## src/common/mdil_pkg.sv

```systemverilog
// Purpose: Shared constants and types for the motor driver input logic
// Assumes: 250 MHz clock, AHB-Lite register access, 32-bit data
// Notes: Register map, field positions, reset values and timing counts
package mdil_pkg;
   localparam int unsigned MDIL_NUM_IN = 9;
   localparam int unsigned MDIL_CLK_KHZ = 250000;
   localparam int unsigned MDIL_MIN_PULSE_MS = 10;
   localparam int unsigned MDIL_MIN_PULSE_CYC = MDIL_MIN_PULSE_MS * MDIL_CLK_KHZ;
   localparam int unsigned MDIL_CNT_W = 22;

   localparam logic [7:0] MDIL_OFS_CTRL = 8'h00;
   localparam logic [7:0] MDIL_OFS_POL = 8'h04;
   localparam logic [7:0] MDIL_OFS_FUNC_LO = 8'h08;
   localparam logic [7:0] MDIL_OFS_FUNC_HI = 8'h0c;
   localparam logic [7:0] MDIL_OFS_STATUS = 8'h10;
   localparam logic [7:0] MDIL_OFS_SPEED = 8'h40;
   localparam logic [1:0] MDIL_SPEED_BANK = 2'h1;

   localparam int unsigned MDIL_CTRL_MODE_BIT = 0;
   localparam int unsigned MDIL_CTRL_DIR_BIT = 1;
   localparam int unsigned MDIL_ST_DN_LSB = 9;
   localparam int unsigned MDIL_ST_MS_LSB = 13;
   localparam int unsigned MDIL_ST_DIR_BIT = 15;

   localparam logic MDIL_MODE_RST = 1'b0;
   localparam logic MDIL_DIR_RST = 1'b1;
   localparam logic [8:0] MDIL_POL_RST = 9'h000;

   typedef enum logic [3:0] {
      FN_NONE = 4'h0,
      FN_FWD = 4'h1,
      FN_RVS = 4'h2,
      FN_M0 = 4'h3,
      FN_M1 = 4'h4,
      FN_M2 = 4'h5,
      FN_M3 = 4'h6,
      FN_START = 4'h7,
      FN_HOME = 4'h8
   } mdil_func_t;

   localparam logic [8:0][3:0] MDIL_FUNC_RST = {FN_NONE, FN_NONE, FN_NONE, FN_M3, FN_M2,
      FN_M1, FN_M0, FN_RVS, FN_FWD};

   typedef enum logic [1:0] {
      MS_IDLE = 2'b00,
      MS_RUN_F = 2'b01,
      MS_RUN_R = 2'b10,
      MS_DECEL = 2'b11
   } mdil_ms_t;

   typedef struct packed {
      logic hsel;
      logic [31:0] haddr;
      logic [1:0] htrans;
      logic hwrite;
      logic [2:0] hsize;
      logic [31:0] hwdata;
      logic hready;
   } mdil_ahb_in_t;

   typedef struct packed {
      logic hreadyout;
      logic hresp;
      logic [31:0] hrdata;
   } mdil_ahb_out_t;

   typedef struct packed {
      logic run;
      logic decel;
      logic dir_cw;
      logic [15:0] speed;
      logic [3:0] data_no;
      logic start_cmd;
      logic home_cmd;
   } mdil_motion_t;
endpackage

```

## src/design/mdil_input_logic.sv

```systemverilog
// Purpose: Input terminal logic of a brushless motor driver
// Assumes: Pins are raw levels; motor_stopped comes from same-clock logic
// Notes: Registers over AHB-Lite, zero wait states, always OKAY
// Overview of operation
// - Current flowing means input asserted
// - Per-terminal polarity, 1 inverts, default 0
// - Four select inputs form data number
// - Speed mode runs at selected data speed
// - Speed mode release decelerates to stop
// - Direction setting maps positive to forward_run_cmd/CW
// - Position mode forward positive, reverse negative
// - Both or neither command decelerates
// - Same command during decel re-accelerates
// - Only mode-legal functions take effect
`timescale 1ns/10ps
`default_nettype none
module mdil_input_logic #(
   parameter int unsigned MIN_PULSE_CYC = mdil_pkg::MDIL_MIN_PULSE_CYC
) (
   input wire logic clk,
   input wire logic rst,
   input wire logic [8:0] general_input_terminals,
   input wire logic motor_stopped,
   input wire mdil_pkg::mdil_ahb_in_t ahb_in,
   output mdil_pkg::mdil_ahb_out_t ahb_out,
   output mdil_pkg::mdil_motion_t motion
);
   import mdil_pkg::*;

   typedef struct packed {
      logic [8:0] sync1;
      logic [8:0] sync2;
      logic [8:0] filt;
      logic [8:0][MDIL_CNT_W-1:0] cnt;
      logic mode;
      logic dir_set;
      logic [8:0] pol;
      logic [8:0][3:0] func;
      logic [15:0][15:0] spd;
      mdil_ms_t ms;
      logic last_f;
      logic dir_cw;
      logic [15:0] speed;
      logic [3:0] data_no;
      logic act_q;
      logic wr_q;
      logic hi_ok_q;
      logic [7:0] addr_q;
      logic [31:0] rdata;
   } mdil_st_t;

   localparam logic [MDIL_CNT_W-1:0] MIN_M1 = MDIL_CNT_W'(MIN_PULSE_CYC - 1);

   mdil_st_t st_r;
   mdil_st_t st_nxt;
   logic [8:0] inv_in;
   logic forward_run_cmd;
   logic reverse_run_cmd;
   logic fwd_only;
   logic rvs_only;

   // Function legal in the given control mode
   function automatic logic fn_allowed(input logic [3:0] code, input logic mode);
      fn_allowed = (code < FN_START) || mode;
   endfunction

   // Any terminal carrying this function is active
   function automatic logic fn_active(input logic [8:0][3:0] func, input logic [8:0] lvl,
      input logic mode, input logic [3:0] code);
      fn_active = 1'b0;
      for (int i = 0; i < MDIL_NUM_IN; i++) begin
         if (lvl[i] && func[i] == code && fn_allowed(code, mode)) begin
            fn_active = 1'b1;
         end
      end
   endfunction

   // Inversion sits ahead of the filter and decode
   assign inv_in = st_r.sync2 ^ st_r.pol;
   assign forward_run_cmd = fn_active(st_r.func, st_r.filt, st_r.mode, FN_FWD);
   assign reverse_run_cmd = fn_active(st_r.func, st_r.filt, st_r.mode, FN_RVS);
   assign fwd_only = forward_run_cmd && !reverse_run_cmd;
   assign rvs_only = reverse_run_cmd && !forward_run_cmd;

   always_comb begin
      st_nxt = st_r;
      // Input pins: high means current in the isolated stage
      st_nxt.sync1 = general_input_terminals;
      st_nxt.sync2 = st_r.sync1;
      for (int i = 0; i < MDIL_NUM_IN; i++) begin
         if (inv_in[i] == st_r.filt[i]) begin
            st_nxt.cnt[i] = '0;
         end else if (st_r.cnt[i] >= MIN_M1) begin
            st_nxt.filt[i] = inv_in[i];
            st_nxt.cnt[i] = '0;
         end else begin
            st_nxt.cnt[i] = st_r.cnt[i] + 1'b1;
         end
      end

      st_nxt.data_no = {fn_active(st_r.func, st_r.filt, st_r.mode, FN_M3),
         fn_active(st_r.func, st_r.filt, st_r.mode, FN_M2),
         fn_active(st_r.func, st_r.filt, st_r.mode, FN_M1),
         fn_active(st_r.func, st_r.filt, st_r.mode, FN_M0)};
      st_nxt.speed = st_r.spd[st_r.data_no];

      case (st_r.ms)
         MS_IDLE: begin
            if (fwd_only) begin
               st_nxt.ms = MS_RUN_F;
            end else if (rvs_only) begin
               st_nxt.ms = MS_RUN_R;
            end
         end
         MS_RUN_F: begin
            if (!fwd_only) begin
               st_nxt.ms = MS_DECEL;
               st_nxt.last_f = 1'b1;
            end
         end
         MS_RUN_R: begin
            if (!rvs_only) begin
               st_nxt.ms = MS_DECEL;
               st_nxt.last_f = 1'b0;
            end
         end
         MS_DECEL: begin
            if (st_r.last_f && fwd_only) begin
               st_nxt.ms = MS_RUN_F;
            end else if (!st_r.last_f && rvs_only) begin
               st_nxt.ms = MS_RUN_R;
            end else if (motor_stopped) begin
               st_nxt.ms = MS_IDLE;
            end
         end
         default: begin
            st_nxt.ms = MS_IDLE;
         end
      endcase
      if (st_nxt.ms == MS_RUN_F) begin
         st_nxt.dir_cw = st_r.dir_set;
      end else if (st_nxt.ms == MS_RUN_R) begin
         st_nxt.dir_cw = !st_r.dir_set;
      end

      // Data phase write
      if (st_r.act_q && st_r.wr_q && st_r.hi_ok_q) begin
         if (st_r.addr_q[7:6] == MDIL_SPEED_BANK && st_r.addr_q[1:0] == 2'h0) begin
            st_nxt.spd[st_r.addr_q[5:2]] = ahb_in.hwdata[15:0];
         end else begin
            case (st_r.addr_q)
               MDIL_OFS_CTRL: begin
                  st_nxt.mode = ahb_in.hwdata[MDIL_CTRL_MODE_BIT];
                  st_nxt.dir_set = ahb_in.hwdata[MDIL_CTRL_DIR_BIT];
               end
               MDIL_OFS_POL: begin
                  st_nxt.pol = ahb_in.hwdata[8:0];
               end
               MDIL_OFS_FUNC_LO: begin
                  st_nxt.func[7:0] = ahb_in.hwdata;
               end
               MDIL_OFS_FUNC_HI: begin
                  st_nxt.func[8] = ahb_in.hwdata[3:0];
               end
               default: begin
               end
            endcase
         end
      end

      // Address phase capture; read word reflects a write just completed
      st_nxt.act_q = ahb_in.hsel && ahb_in.htrans[1] && ahb_in.hready;
      if (st_nxt.act_q) begin
         st_nxt.wr_q = ahb_in.hwrite;
         st_nxt.addr_q = ahb_in.haddr[7:0];
         st_nxt.hi_ok_q = ahb_in.haddr[31:8] == 24'h000000;
         st_nxt.rdata = '0;
         if (!st_nxt.hi_ok_q || ahb_in.hwrite) begin
            st_nxt.rdata = '0;
         end else if (ahb_in.haddr[7:6] == MDIL_SPEED_BANK && ahb_in.haddr[1:0] == 2'h0) begin
            st_nxt.rdata[15:0] = st_nxt.spd[ahb_in.haddr[5:2]];
         end else begin
            case (ahb_in.haddr[7:0])
               MDIL_OFS_CTRL: begin
                  st_nxt.rdata[MDIL_CTRL_MODE_BIT] = st_nxt.mode;
                  st_nxt.rdata[MDIL_CTRL_DIR_BIT] = st_nxt.dir_set;
               end
               MDIL_OFS_POL: begin
                  st_nxt.rdata[8:0] = st_nxt.pol;
               end
               MDIL_OFS_FUNC_LO: begin
                  st_nxt.rdata = st_nxt.func[7:0];
               end
               MDIL_OFS_FUNC_HI: begin
                  st_nxt.rdata[3:0] = st_nxt.func[8];
               end
               MDIL_OFS_STATUS: begin
                  st_nxt.rdata[8:0] = st_r.filt;
                  st_nxt.rdata[MDIL_ST_DN_LSB +: 4] = st_r.data_no;
                  st_nxt.rdata[MDIL_ST_MS_LSB +: 2] = st_r.ms;
                  st_nxt.rdata[MDIL_ST_DIR_BIT] = st_r.dir_cw;
               end
               default: begin
               end
            endcase
         end
      end

      if (rst) begin
         st_nxt = '0;
         st_nxt.mode = MDIL_MODE_RST;
         st_nxt.dir_set = MDIL_DIR_RST;
         st_nxt.dir_cw = MDIL_DIR_RST;
         st_nxt.pol = MDIL_POL_RST;
         st_nxt.func = MDIL_FUNC_RST;
         st_nxt.ms = MS_IDLE;
      end
   end

   always_ff @(posedge clk) begin
      st_r <= st_nxt;
   end

   assign ahb_out.hreadyout = 1'b1;
   assign ahb_out.hresp = 1'b0;
   assign ahb_out.hrdata = st_r.rdata;

   assign motion.run = st_r.ms == MS_RUN_F || st_r.ms == MS_RUN_R;
   assign motion.decel = st_r.ms == MS_DECEL;
   assign motion.dir_cw = st_r.dir_cw;
   assign motion.speed = st_r.speed;
   assign motion.data_no = st_r.data_no;
   // Position-only functions gated by mode
   assign motion.start_cmd = fn_active(st_r.func, st_r.filt, st_r.mode, FN_START);
   assign motion.home_cmd = fn_active(st_r.func, st_r.filt, st_r.mode, FN_HOME);
endmodule
`default_nettype wire

```

## config.mk

```make
export PLATFORM = sky130hd
export DESIGN_NAME = mdil_input_logic
export DESIGN_NICKNAME = d
export VERILOG_FILES = /design/src/common/mdil_pkg.sv /design/src/design/mdil_input_logic.sv
export SDC_FILE = /design/constraint.sdc
export NUM_CORES = 1
export LEC_CHECK = 0
export ABC_AREA = 0
export ABC_CLOCK_PERIOD_IN_PS = 7000
export BUFFER_PORTS_ARGS = -buffer_cell sky130_fd_sc_hd__buf_2
export CAP_MARGIN = 20
export CORE_ASPECT_RATIO = 0.6
export CORE_UTILIZATION = 35
export CTS_CLUSTER_SIZE = 24
export DETAILED_ROUTE_END_ITERATION = 6
export SYNTH_ARGS = -nofsm -noshare
export SYNTH_HDL_FRONTEND = slang
export SYNTH_SLANG_ARGS = --single-unit
```

## constraint.sdc

```tcl
create_clock -name clk -period 7 [get_ports clk]
set_input_delay 0.7 -clock clk [delete_from_list [all_inputs] [get_ports clk]]
set_output_delay 0.7 -clock clk [all_outputs]
set_load 0.01 [all_outputs]
```

==> impl_metrics.json, run 1 <==
{
  "fin_crit_sh_pct": 51.4,
  "setup_repair_after_global_routing_missed_its_margin": "no",
  "placement_rows": 80,
  "clkSlewWorstSetupHoldPaths_ns": 0.07,
  "drt.antenna.violating_nets": 0,
  "hold-path-cell-count": 3,
  "clk_root_buffer_cell": "sky130_fd_sc_hd__clkbuf_16",
  "cap_violations": 0,
  "synth_top_cell_area_share_pct": 42.0,
  "min-delay-start": "ahb_in[22]",
  "layout_common_cells": "sky130_fd_sc_hd__nor2_1 (603), sky130_fd_sc_hd__dfxtp_1 (592), sky130_fd_sc_hd__mux2i_1 (343)",
  "route.vias.total": 21700,
  "total_leakage_power_uw": 0.0127,
  "drive_gt1_share_pct": 14.1,
  "postSynthCellCount": 2963,
  "clock.fmax_ghz": 0.278,
  "drt_iter0_markers": 2024,
  "synth_flop_cell": "sky130_fd_sc_hd__dfxtp_1",
  "final.setup.tns_ns": 0,
  "critical_path_class": "flip-flop to flip-flop",
  "placement.cell_area_sq_um": 29400,
  "post-cts-setup-buffer-count": 0,
  "chipHeight_um": 222,
  "setup_slack_of_the_most_critical_reg_to_reg_path_ns": 3.40,
  "cellPowerDensity_nw_per_um2": 228,
  "r2r_start": "st_r[334]$_SDFF_PP0_",
  "grt_pass1_wl_mm": 127,
  "die-area_sq_um": 82200,
  "hold_buffers": 0,
  "layout.nets": 3047,
  "timing_hold_violations_final": 0,
  "r2r_cells": 10,
  "tritoncts.num_buffers": 58,
  "placement.io_buffers": 136,
  "cts_tree": "built",
  "synth-edff-count": 0,
  "globalplace.congestion": 0.931,
  "insertion_delay_ns": 0.63,
  "critPathTopFamily": "simple AND/OR/NAND/NOR gates",
  "run_status": "finished with violations",
  "floorplan.io_pins": 143,
  "vdd.ir_drop.worst_mv": 0.188,
  "grt_total_ovfl": 0,
  "grt_antenna_before_repair": 8,
  "viasPerCell": 5.36,
  "maximum_number_of_pins_on_one_net_before_global_route_repair": 99,
  "drtPass1Iterations": 7,
  "fillers": 7961,
  "power_total_uw": 7150,
  "critPathMaxStageDelay_ns": 0.80,
  "final.min_clock_period_ns": 3.60,
  "asyncSetResetFlopFracSynth_pct": 0,
  "finalSetupViolations": 0,
  "arrival_ns": 4.08,
  "worst_slack_ns": 3.40,
  "max_slew_margin_pct": 26.8,
  "worst_setup_path_end_kind": "flip-flop",
  "wirelength_mm": 83.5,
  "required_ns": 7.48,
  "max-clock-path-buffers": 3,
  "ys_seq_elements": 595,
  "synth_area_leader_cell": "sky130_fd_sc_hd__dfxtp_1",
  "detailedPlace.worstSlack_ns": 3.40,
  "final.setup_skew_ns": 0.0272,
  "worstHoldEndpoint": "st_r[344]$_SDFF_PP1_",
  "drc_errors": 2,
  "dpl.hpwl_mm": 54.3,
  "worst_path_max_delay_cell": "sky130_fd_sc_hd__nor4_2",
  "floorplan.die.width_um": 369,
  "synth.yosys.seq_area_share_pct": 42.0,
  "final-max-slew-violation-count": 0,
  "area_growth_pct": 10.8,
  "post_synth_instance_area_sq_um": 28400,
  "sum_of_buffers_and_inverters_on_the_critical_path": 0,
  "synth_cell_types": 88,
  "first_global_vias": 20400,
  "crit_chain": "nor2_1, and4b_1, or4_1, nor4_2, o22ai_1, a311oi_1, a21oi_1, ha_1, nand2_1, o211ai_1",
  "regToRegEndpoint": "motion[22]$_SDFFE_PP1P_",
  "ctsHtreeMaxLevel": 2,
  "numClockSinks": 595,
  "utilization_pct": 39.3,
  "max_slew.worst_pin.slew_ns": 1.10,
  "crit_path_max_fanout": 11,
  "syn_area_per_cell_sq_um": 9.57,
  "post_synth_main_area_contributors": "sky130_fd_sc_hd__dfxtp_1 (42%), sky130_fd_sc_hd__mux2i_1 (12%), sky130_fd_sc_hd__nor2_1 (8.0%), sky130_fd_sc_hd__mux4_2 (7.9%), sky130_fd_sc_hd__xor2_1 (3.6%)",
  "cts_repair_resize_count": 0,
  "final_cell_area_sq_um": 31400,
  "initial_utilization_pct": 35.5,
  "yosysWarnings": 0,
  "wl_per_cell_um": 20.6,
  "violations_in_the_final_reports": "design-rule violations",
  "min_path_type": "primary input to flip-flop",
  "grt_use_total_pct": 19.9,
  "most_common_cell_after_layout_fill_and_taps_aside": "sky130_fd_sc_hd__nor2_1",
  "core_sq_um": 79900,
  "synth.net_count": 3061,
  "critical_path.startpoint_type": "flip-flop"
}
-- cells in the mapped netlist (6+ instances only) --
cell type / count
sky130_fd_sc_hd__ha_1: 14
sky130_fd_sc_hd__a41oi_1: 6
sky130_fd_sc_hd__inv_1: 35
sky130_fd_sc_hd__nor4_1: 23
sky130_fd_sc_hd__or3_1: 11
sky130_fd_sc_hd__nor3_1: 40
sky130_fd_sc_hd__nand2b_1: 11
sky130_fd_sc_hd__a22oi_1: 34
sky130_fd_sc_hd__buf_2: 26
sky130_fd_sc_hd__xnor2_1: 76
sky130_fd_sc_hd__o21a_1: 8
sky130_fd_sc_hd__nor2_1: 605
sky130_fd_sc_hd__clkbuf_1: 122
sky130_fd_sc_hd__buf_1: 17
sky130_fd_sc_hd__mux2i_1: 343
sky130_fd_sc_hd__o21ai_0: 34
sky130_fd_sc_hd__a221oi_1: 21
sky130_fd_sc_hd__a22o_1: 14
sky130_fd_sc_hd__nand4_2: 8
sky130_fd_sc_hd__and2_1: 25
sky130_fd_sc_hd__xor2_1: 115
sky130_fd_sc_hd__o211ai_1: 15
sky130_fd_sc_hd__a31oi_1: 20
sky130_fd_sc_hd__nand2_1: 171
sky130_fd_sc_hd__dfxtp_1: 595
sky130_fd_sc_hd__nor2b_1: 27
sky130_fd_sc_hd__and3_1: 27
sky130_fd_sc_hd__mux4_2: 100
sky130_fd_sc_hd__nand4_1: 42
sky130_fd_sc_hd__nand3b_1: 9
sky130_fd_sc_hd__a21oi_1: 48
sky130_fd_sc_hd__o22ai_1: 19
sky130_fd_sc_hd__and4_1: 16
sky130_fd_sc_hd__nand3_1: 79
sky130_fd_sc_hd__and4b_1: 7
sky130_fd_sc_hd__buf_4: 71
sky130_fd_sc_hd__buf_6: 9
sky130_fd_sc_hd__o31ai_1: 10
-- cell type report --
class / count / area (sq um) / share of cell area [%]
clock buffer: 84 / 1720 / 5.48
tap: 1066 / 1330 / 4.24
multi-input combinational: 2081 / 15000 / 47.7
timing repair buffer: 176 / 1010 / 3.22
clock inverter: 21 / 308 / 0.979
antenna: 1 / 2.50 / 0.00796
inverter: 37 / 139 / 0.442
sequential: 595 / 11900 / 37.9
-- power by group --
part	total [uW]	switching (uW)	internal [uW]
Combinational	350	237	113
Clock	3380	1380	1990
Sequential	3430	23.1	3400
Total	7150	1640	5510
-- how the worst max path moves through the flow --
stage | startpoint | endpoint | cells past startpoint
after floorplan | st_r[328]$_SDFF_PP1_ | motion[22]$_SDFFE_PP1P_ | 11
after global placement | ahb_in[44] | ahb_out[6]$_SDFFE_PP0P_ | 7
after detailed placement | ahb_in[44] | ahb_out[6]$_SDFFE_PP0P_ | 7
after CTS | st_r[334]$_SDFF_PP0_ | motion[22]$_SDFFE_PP1P_ | 10
after global routing | st_r[334]$_SDFF_PP0_ | motion[22]$_SDFFE_PP1P_ | 10
final | st_r[334]$_SDFF_PP0_ | motion[22]$_SDFFE_PP1P_ | 10
-- worst min-delay path, delay by kind of cell --
| kind | cells | cell delay (ns) |
|---|---|---|
| AND/OR/NAND/NOR | 1 | 0.06 |
| multiplexers | 1 | 0.07 |
| buffers and inverters | 1 | 0.08 |
-- state kept, by name, summed over array words and instances, names as in the netlist --
| register | count |
|---|---|
| ahb_out | 32 |
| motion | 21 |
| st_r | 542 |
-- layer usage --
metal / vias to the layer above / part of all wire, % / track usage (%)
met3: 122 / 10 / 6.25
met5: - / 0.032 / 0
li1: 10400 / - / -
met1: 10400 / 49 / 30.4
met4: 4 / 2.2 / 5.27
met2: 820 / 39 / 26.3
-- per-stage QoR --
| stage | hold WS, ns | instances |
|---|---|---|
| after CTS | 0.283 | 4059 |
| after detailed placement | 0.430 | 3954 |
| after global placement | 0.426 | 3954 |
| after global routing | 0.323 | 4061 |
| final | 0.315 | 4061 |
| after floorplan | 0.413 | 2963 |
-- kinds of logic (layout without fill, tap and decap cells) --
| family | Yosys count | after routing | share of synthesized area, % |
|---|---|---|---|
| fa+ha+maj | 15 | 15 | 0.653 |
| buf+inv | 287 | 318 | 5.29 |
| mux | 448 | 448 | 20.2 |
| xor+xnor | 191 | 191 | 5.90 |
| other cells | 2 | 3 | 0.0265 |
| flops | 595 | 595 | 42.0 |
| simple gates | 1140 | 1140 | 18.7 |
| compound gates | 285 | 285 | 7.13 |
No activity file was read; power rests on OpenSTA's default activity.
==> run 2, diff against run 1 <==
ABC_CLOCK_PERIOD_IN_PS = 3400   (was 7000)
clock period = 3.4 ns   (was 7 ns; I/O delays follow)
==> run 2 against run 1 <==
  * The flow still finishes with violations (design-rule violations)
  * Critical path type unchanged
  * Register-to-register slack worse by 3.0 ns
  * Hold slack got worse by 0.27 ns
  * Critical path depth decreased by 2
  * Highest routed layer is now met4
  * Core utilization grew 1.1 points
  * Setup slack got worse by 3.0 ns
  * Sequential power grew 110%
  * Largest cell class unchanged
  * Sequential cell count is the same
  * Global-route usage up 0.27 points
  * Routed wire length rose by 0.95%
==> impl_metrics.json, run 2 (synthesized netlist as in run 1, its figures left out) <==
{
  "min_path_type": "primary input to flip-flop",
  "drt.antenna.violating_nets": 0,
  "final.min_clock_period_ns": 3.02,
  "cellPowerDensity_nw_per_um2": 472,
  "hold_buffers": 27,
  "drive_gt1_share_pct": 15.4,
  "most_common_cell_after_layout_fill_and_taps_aside": "sky130_fd_sc_hd__nor2_1",
  "floorplan.die.width_um": 369,
  "critical_path_class": "flip-flop to flip-flop",
  "max_slew.worst_pin.slew_ns": 1.05,
  "floorplan.io_pins": 143,
  "vdd.ir_drop.worst_mv": 0.420,
  "wirelength_mm": 84.3,
  "ctsHtreeMaxLevel": 2,
  "arrival_ns": 3.58,
  "grt_pass1_wl_mm": 128,
  "max-clock-path-buffers": 3,
  "crit_chain": "and4bb_2, nand4_2, buf_4, mux2i_1, mux2i_1, nor4_1, o311a_1, a211oi_1",
  "utilization_pct": 40.5,
  "placement.io_buffers": 136,
  "worst_setup_path_end_kind": "flip-flop",
  "worst_path_max_delay_cell": "sky130_fd_sc_hd__nand4_2",
  "largest_register_ff_count": 542,
  "numClockSinks": 595,
  "drc_errors": 2,
  "setup_repair_after_global_routing_missed_its_margin": "no",
  "area_growth_pct": 14.0,
  "core_sq_um": 79900,
  "largest-register": "st_r",
  "cap_violations": 0,
  "globalplace.congestion": 0.963,
  "post-cts-setup-buffer-count": 0,
  "layout.nets": 3115,
  "final.setup_skew_ns": 0.0421,
  "cts_tree": "built",
  "drtPass1Iterations": 7,
  "placement_rows": 80,
  "finalHoldWorstSlack_ns": 0.0484,
  "insertion_delay_ns": 0.65,
  "clock.fmax_ghz": 0.331,
  "grt_total_ovfl": 0,
  "finalSetupViolations": 0,
  "grt_antenna_before_repair": 7,
  "first_global_vias": 20600,
  "wl_per_cell_um": 20.4,
  "viasPerCell": 5.33,
  "final.setup.tns_ns": 0,
  "max_slew_margin_pct": 29.9,
  "clk_root_buffer_cell": "sky130_fd_sc_hd__clkbuf_16",
  "grt_use_total_pct": 20.2,
  "layout_common_cells": "sky130_fd_sc_hd__nor2_1 (603), sky130_fd_sc_hd__dfxtp_1 (592), sky130_fd_sc_hd__mux2i_1 (343)",
  "critPathMaxStageDelay_ns": 0.68,
  "total_leakage_power_uw": 0.0132,
  "cts_repair_resize_count": 0,
  "dpl.hpwl_mm": 57.6,
  "maximum_number_of_pins_on_one_net_before_global_route_repair": 120,
  "die-area_sq_um": 82200,
  "run_status": "finished with violations",
  "route.vias.total": 22000,
  "tritoncts.num_buffers": 60,
  "timing_hold_violations_final": 0,
  "final-max-slew-violation-count": 0,
  "count_of_antenna_diodes_in_the_layout": 0,
  "chipHeight_um": 222,
  "required_ns": 3.96,
  "violations_in_the_final_reports": "design-rule violations",
  "most_used_cell_along_the_critical_path": "sky130_fd_sc_hd__mux2i_1",
  "fin_crit_sh_pct": 88.8,
  "initial_utilization_pct": 35.5,
  "drt_iter0_markers": 2363,
  "critical_path.startpoint_type": "flip-flop",
  "clkSlewWorstSetupHoldPaths_ns": 0.06,
  "crit_path_max_fanout": 15
}
## run 2: changes by cell type in the layout (fill, tap and decap cells not counted), moves of 3 or more
cell and change:
sky130_fd_sc_hd__dlygate4sd3_1 +27, sky130_fd_sc_hd__buf_4 +26, sky130_fd_sc_hd__buf_12 +14, sky130_fd_sc_hd__clkbuf_8 +5, sky130_fd_sc_hd__clkbuf_1 -3
## run 2: area by class of cell
| type | instances | area (sq um) |
|---|---|---|
| clock buffers | 88 | 1830 |
| well taps | 1066 | 1330 |
| inverters | 37 | 139 |
| repair buffers | 242 | 1730 |
| clock inverters | 25 | 397 |
| flip-flops and latches | 595 | 11900 |
| fillers | 7811 | 47500 |
| multi-input cells | 2081 | 15000 |
## run 2: where the power goes
group          leakage [uW]  switching, uW  internal [uW]
clock               0.00110           2960           4480
combinational       0.00726            505            267
sequential          0.00480           42.3           7000
## run 2: worst max-delay path: cells and delay by family (launching register included)
family	cells	cell delay (ns)
simple gates	3	1.37
buf+inv	1	0.42
flops	1	0.32
compound gates	2	0.49
mux	2	0.30
## run 2: worst paths after layout
| check | startpoint | to | slack [ns] | cells past startpoint |
|---|---|---|---|---|
| min | ahb_in[32] | st_r[354]$_SDFF_PP0_ | 0.05 | 3 |
| max reg2reg | st_r[32]$_SDFFE_PP0P_ | ahb_out[2]$_SDFFE_PP0P_ | 0.38 | 8 |
| max | st_r[32]$_SDFFE_PP0P_ | ahb_out[2]$_SDFFE_PP0P_ | 0.38 | 8 |
| min reg2reg | st_r[592]$_SDFF_PP0_ | st_r[583]$_SDFF_PP0_ | 0.44 | 1 |
## run 2: routing by layer
layer | up-vias | GRT usage [%] | part of all wire (%)
li1 | 10500 | - | -
met4 | 0 | 5.58 | 2.4
met1 | 10500 | 31.0 | 49
met3 | 133 | 6.39 | 11
met2 | 917 | 26.3 | 38
met5 | - | 0 | 0
## run 2: metrics by stage
stage / total power [uW] / cell area [sq um] / std cells / setup slack, ns
final: 15300 / 32300 / 4134 / 0.381
after global routing: 15800 / 32300 / 4134 / 0.206
after CTS: 15400 / 32300 / 4133 / 0.375
after detailed placement: 7940 / 29800 / 3993 / 0.414
after global placement: 7940 / 29800 / 3993 / 0.467
after floorplan: 7680 / 28400 / 2963 / 0.756
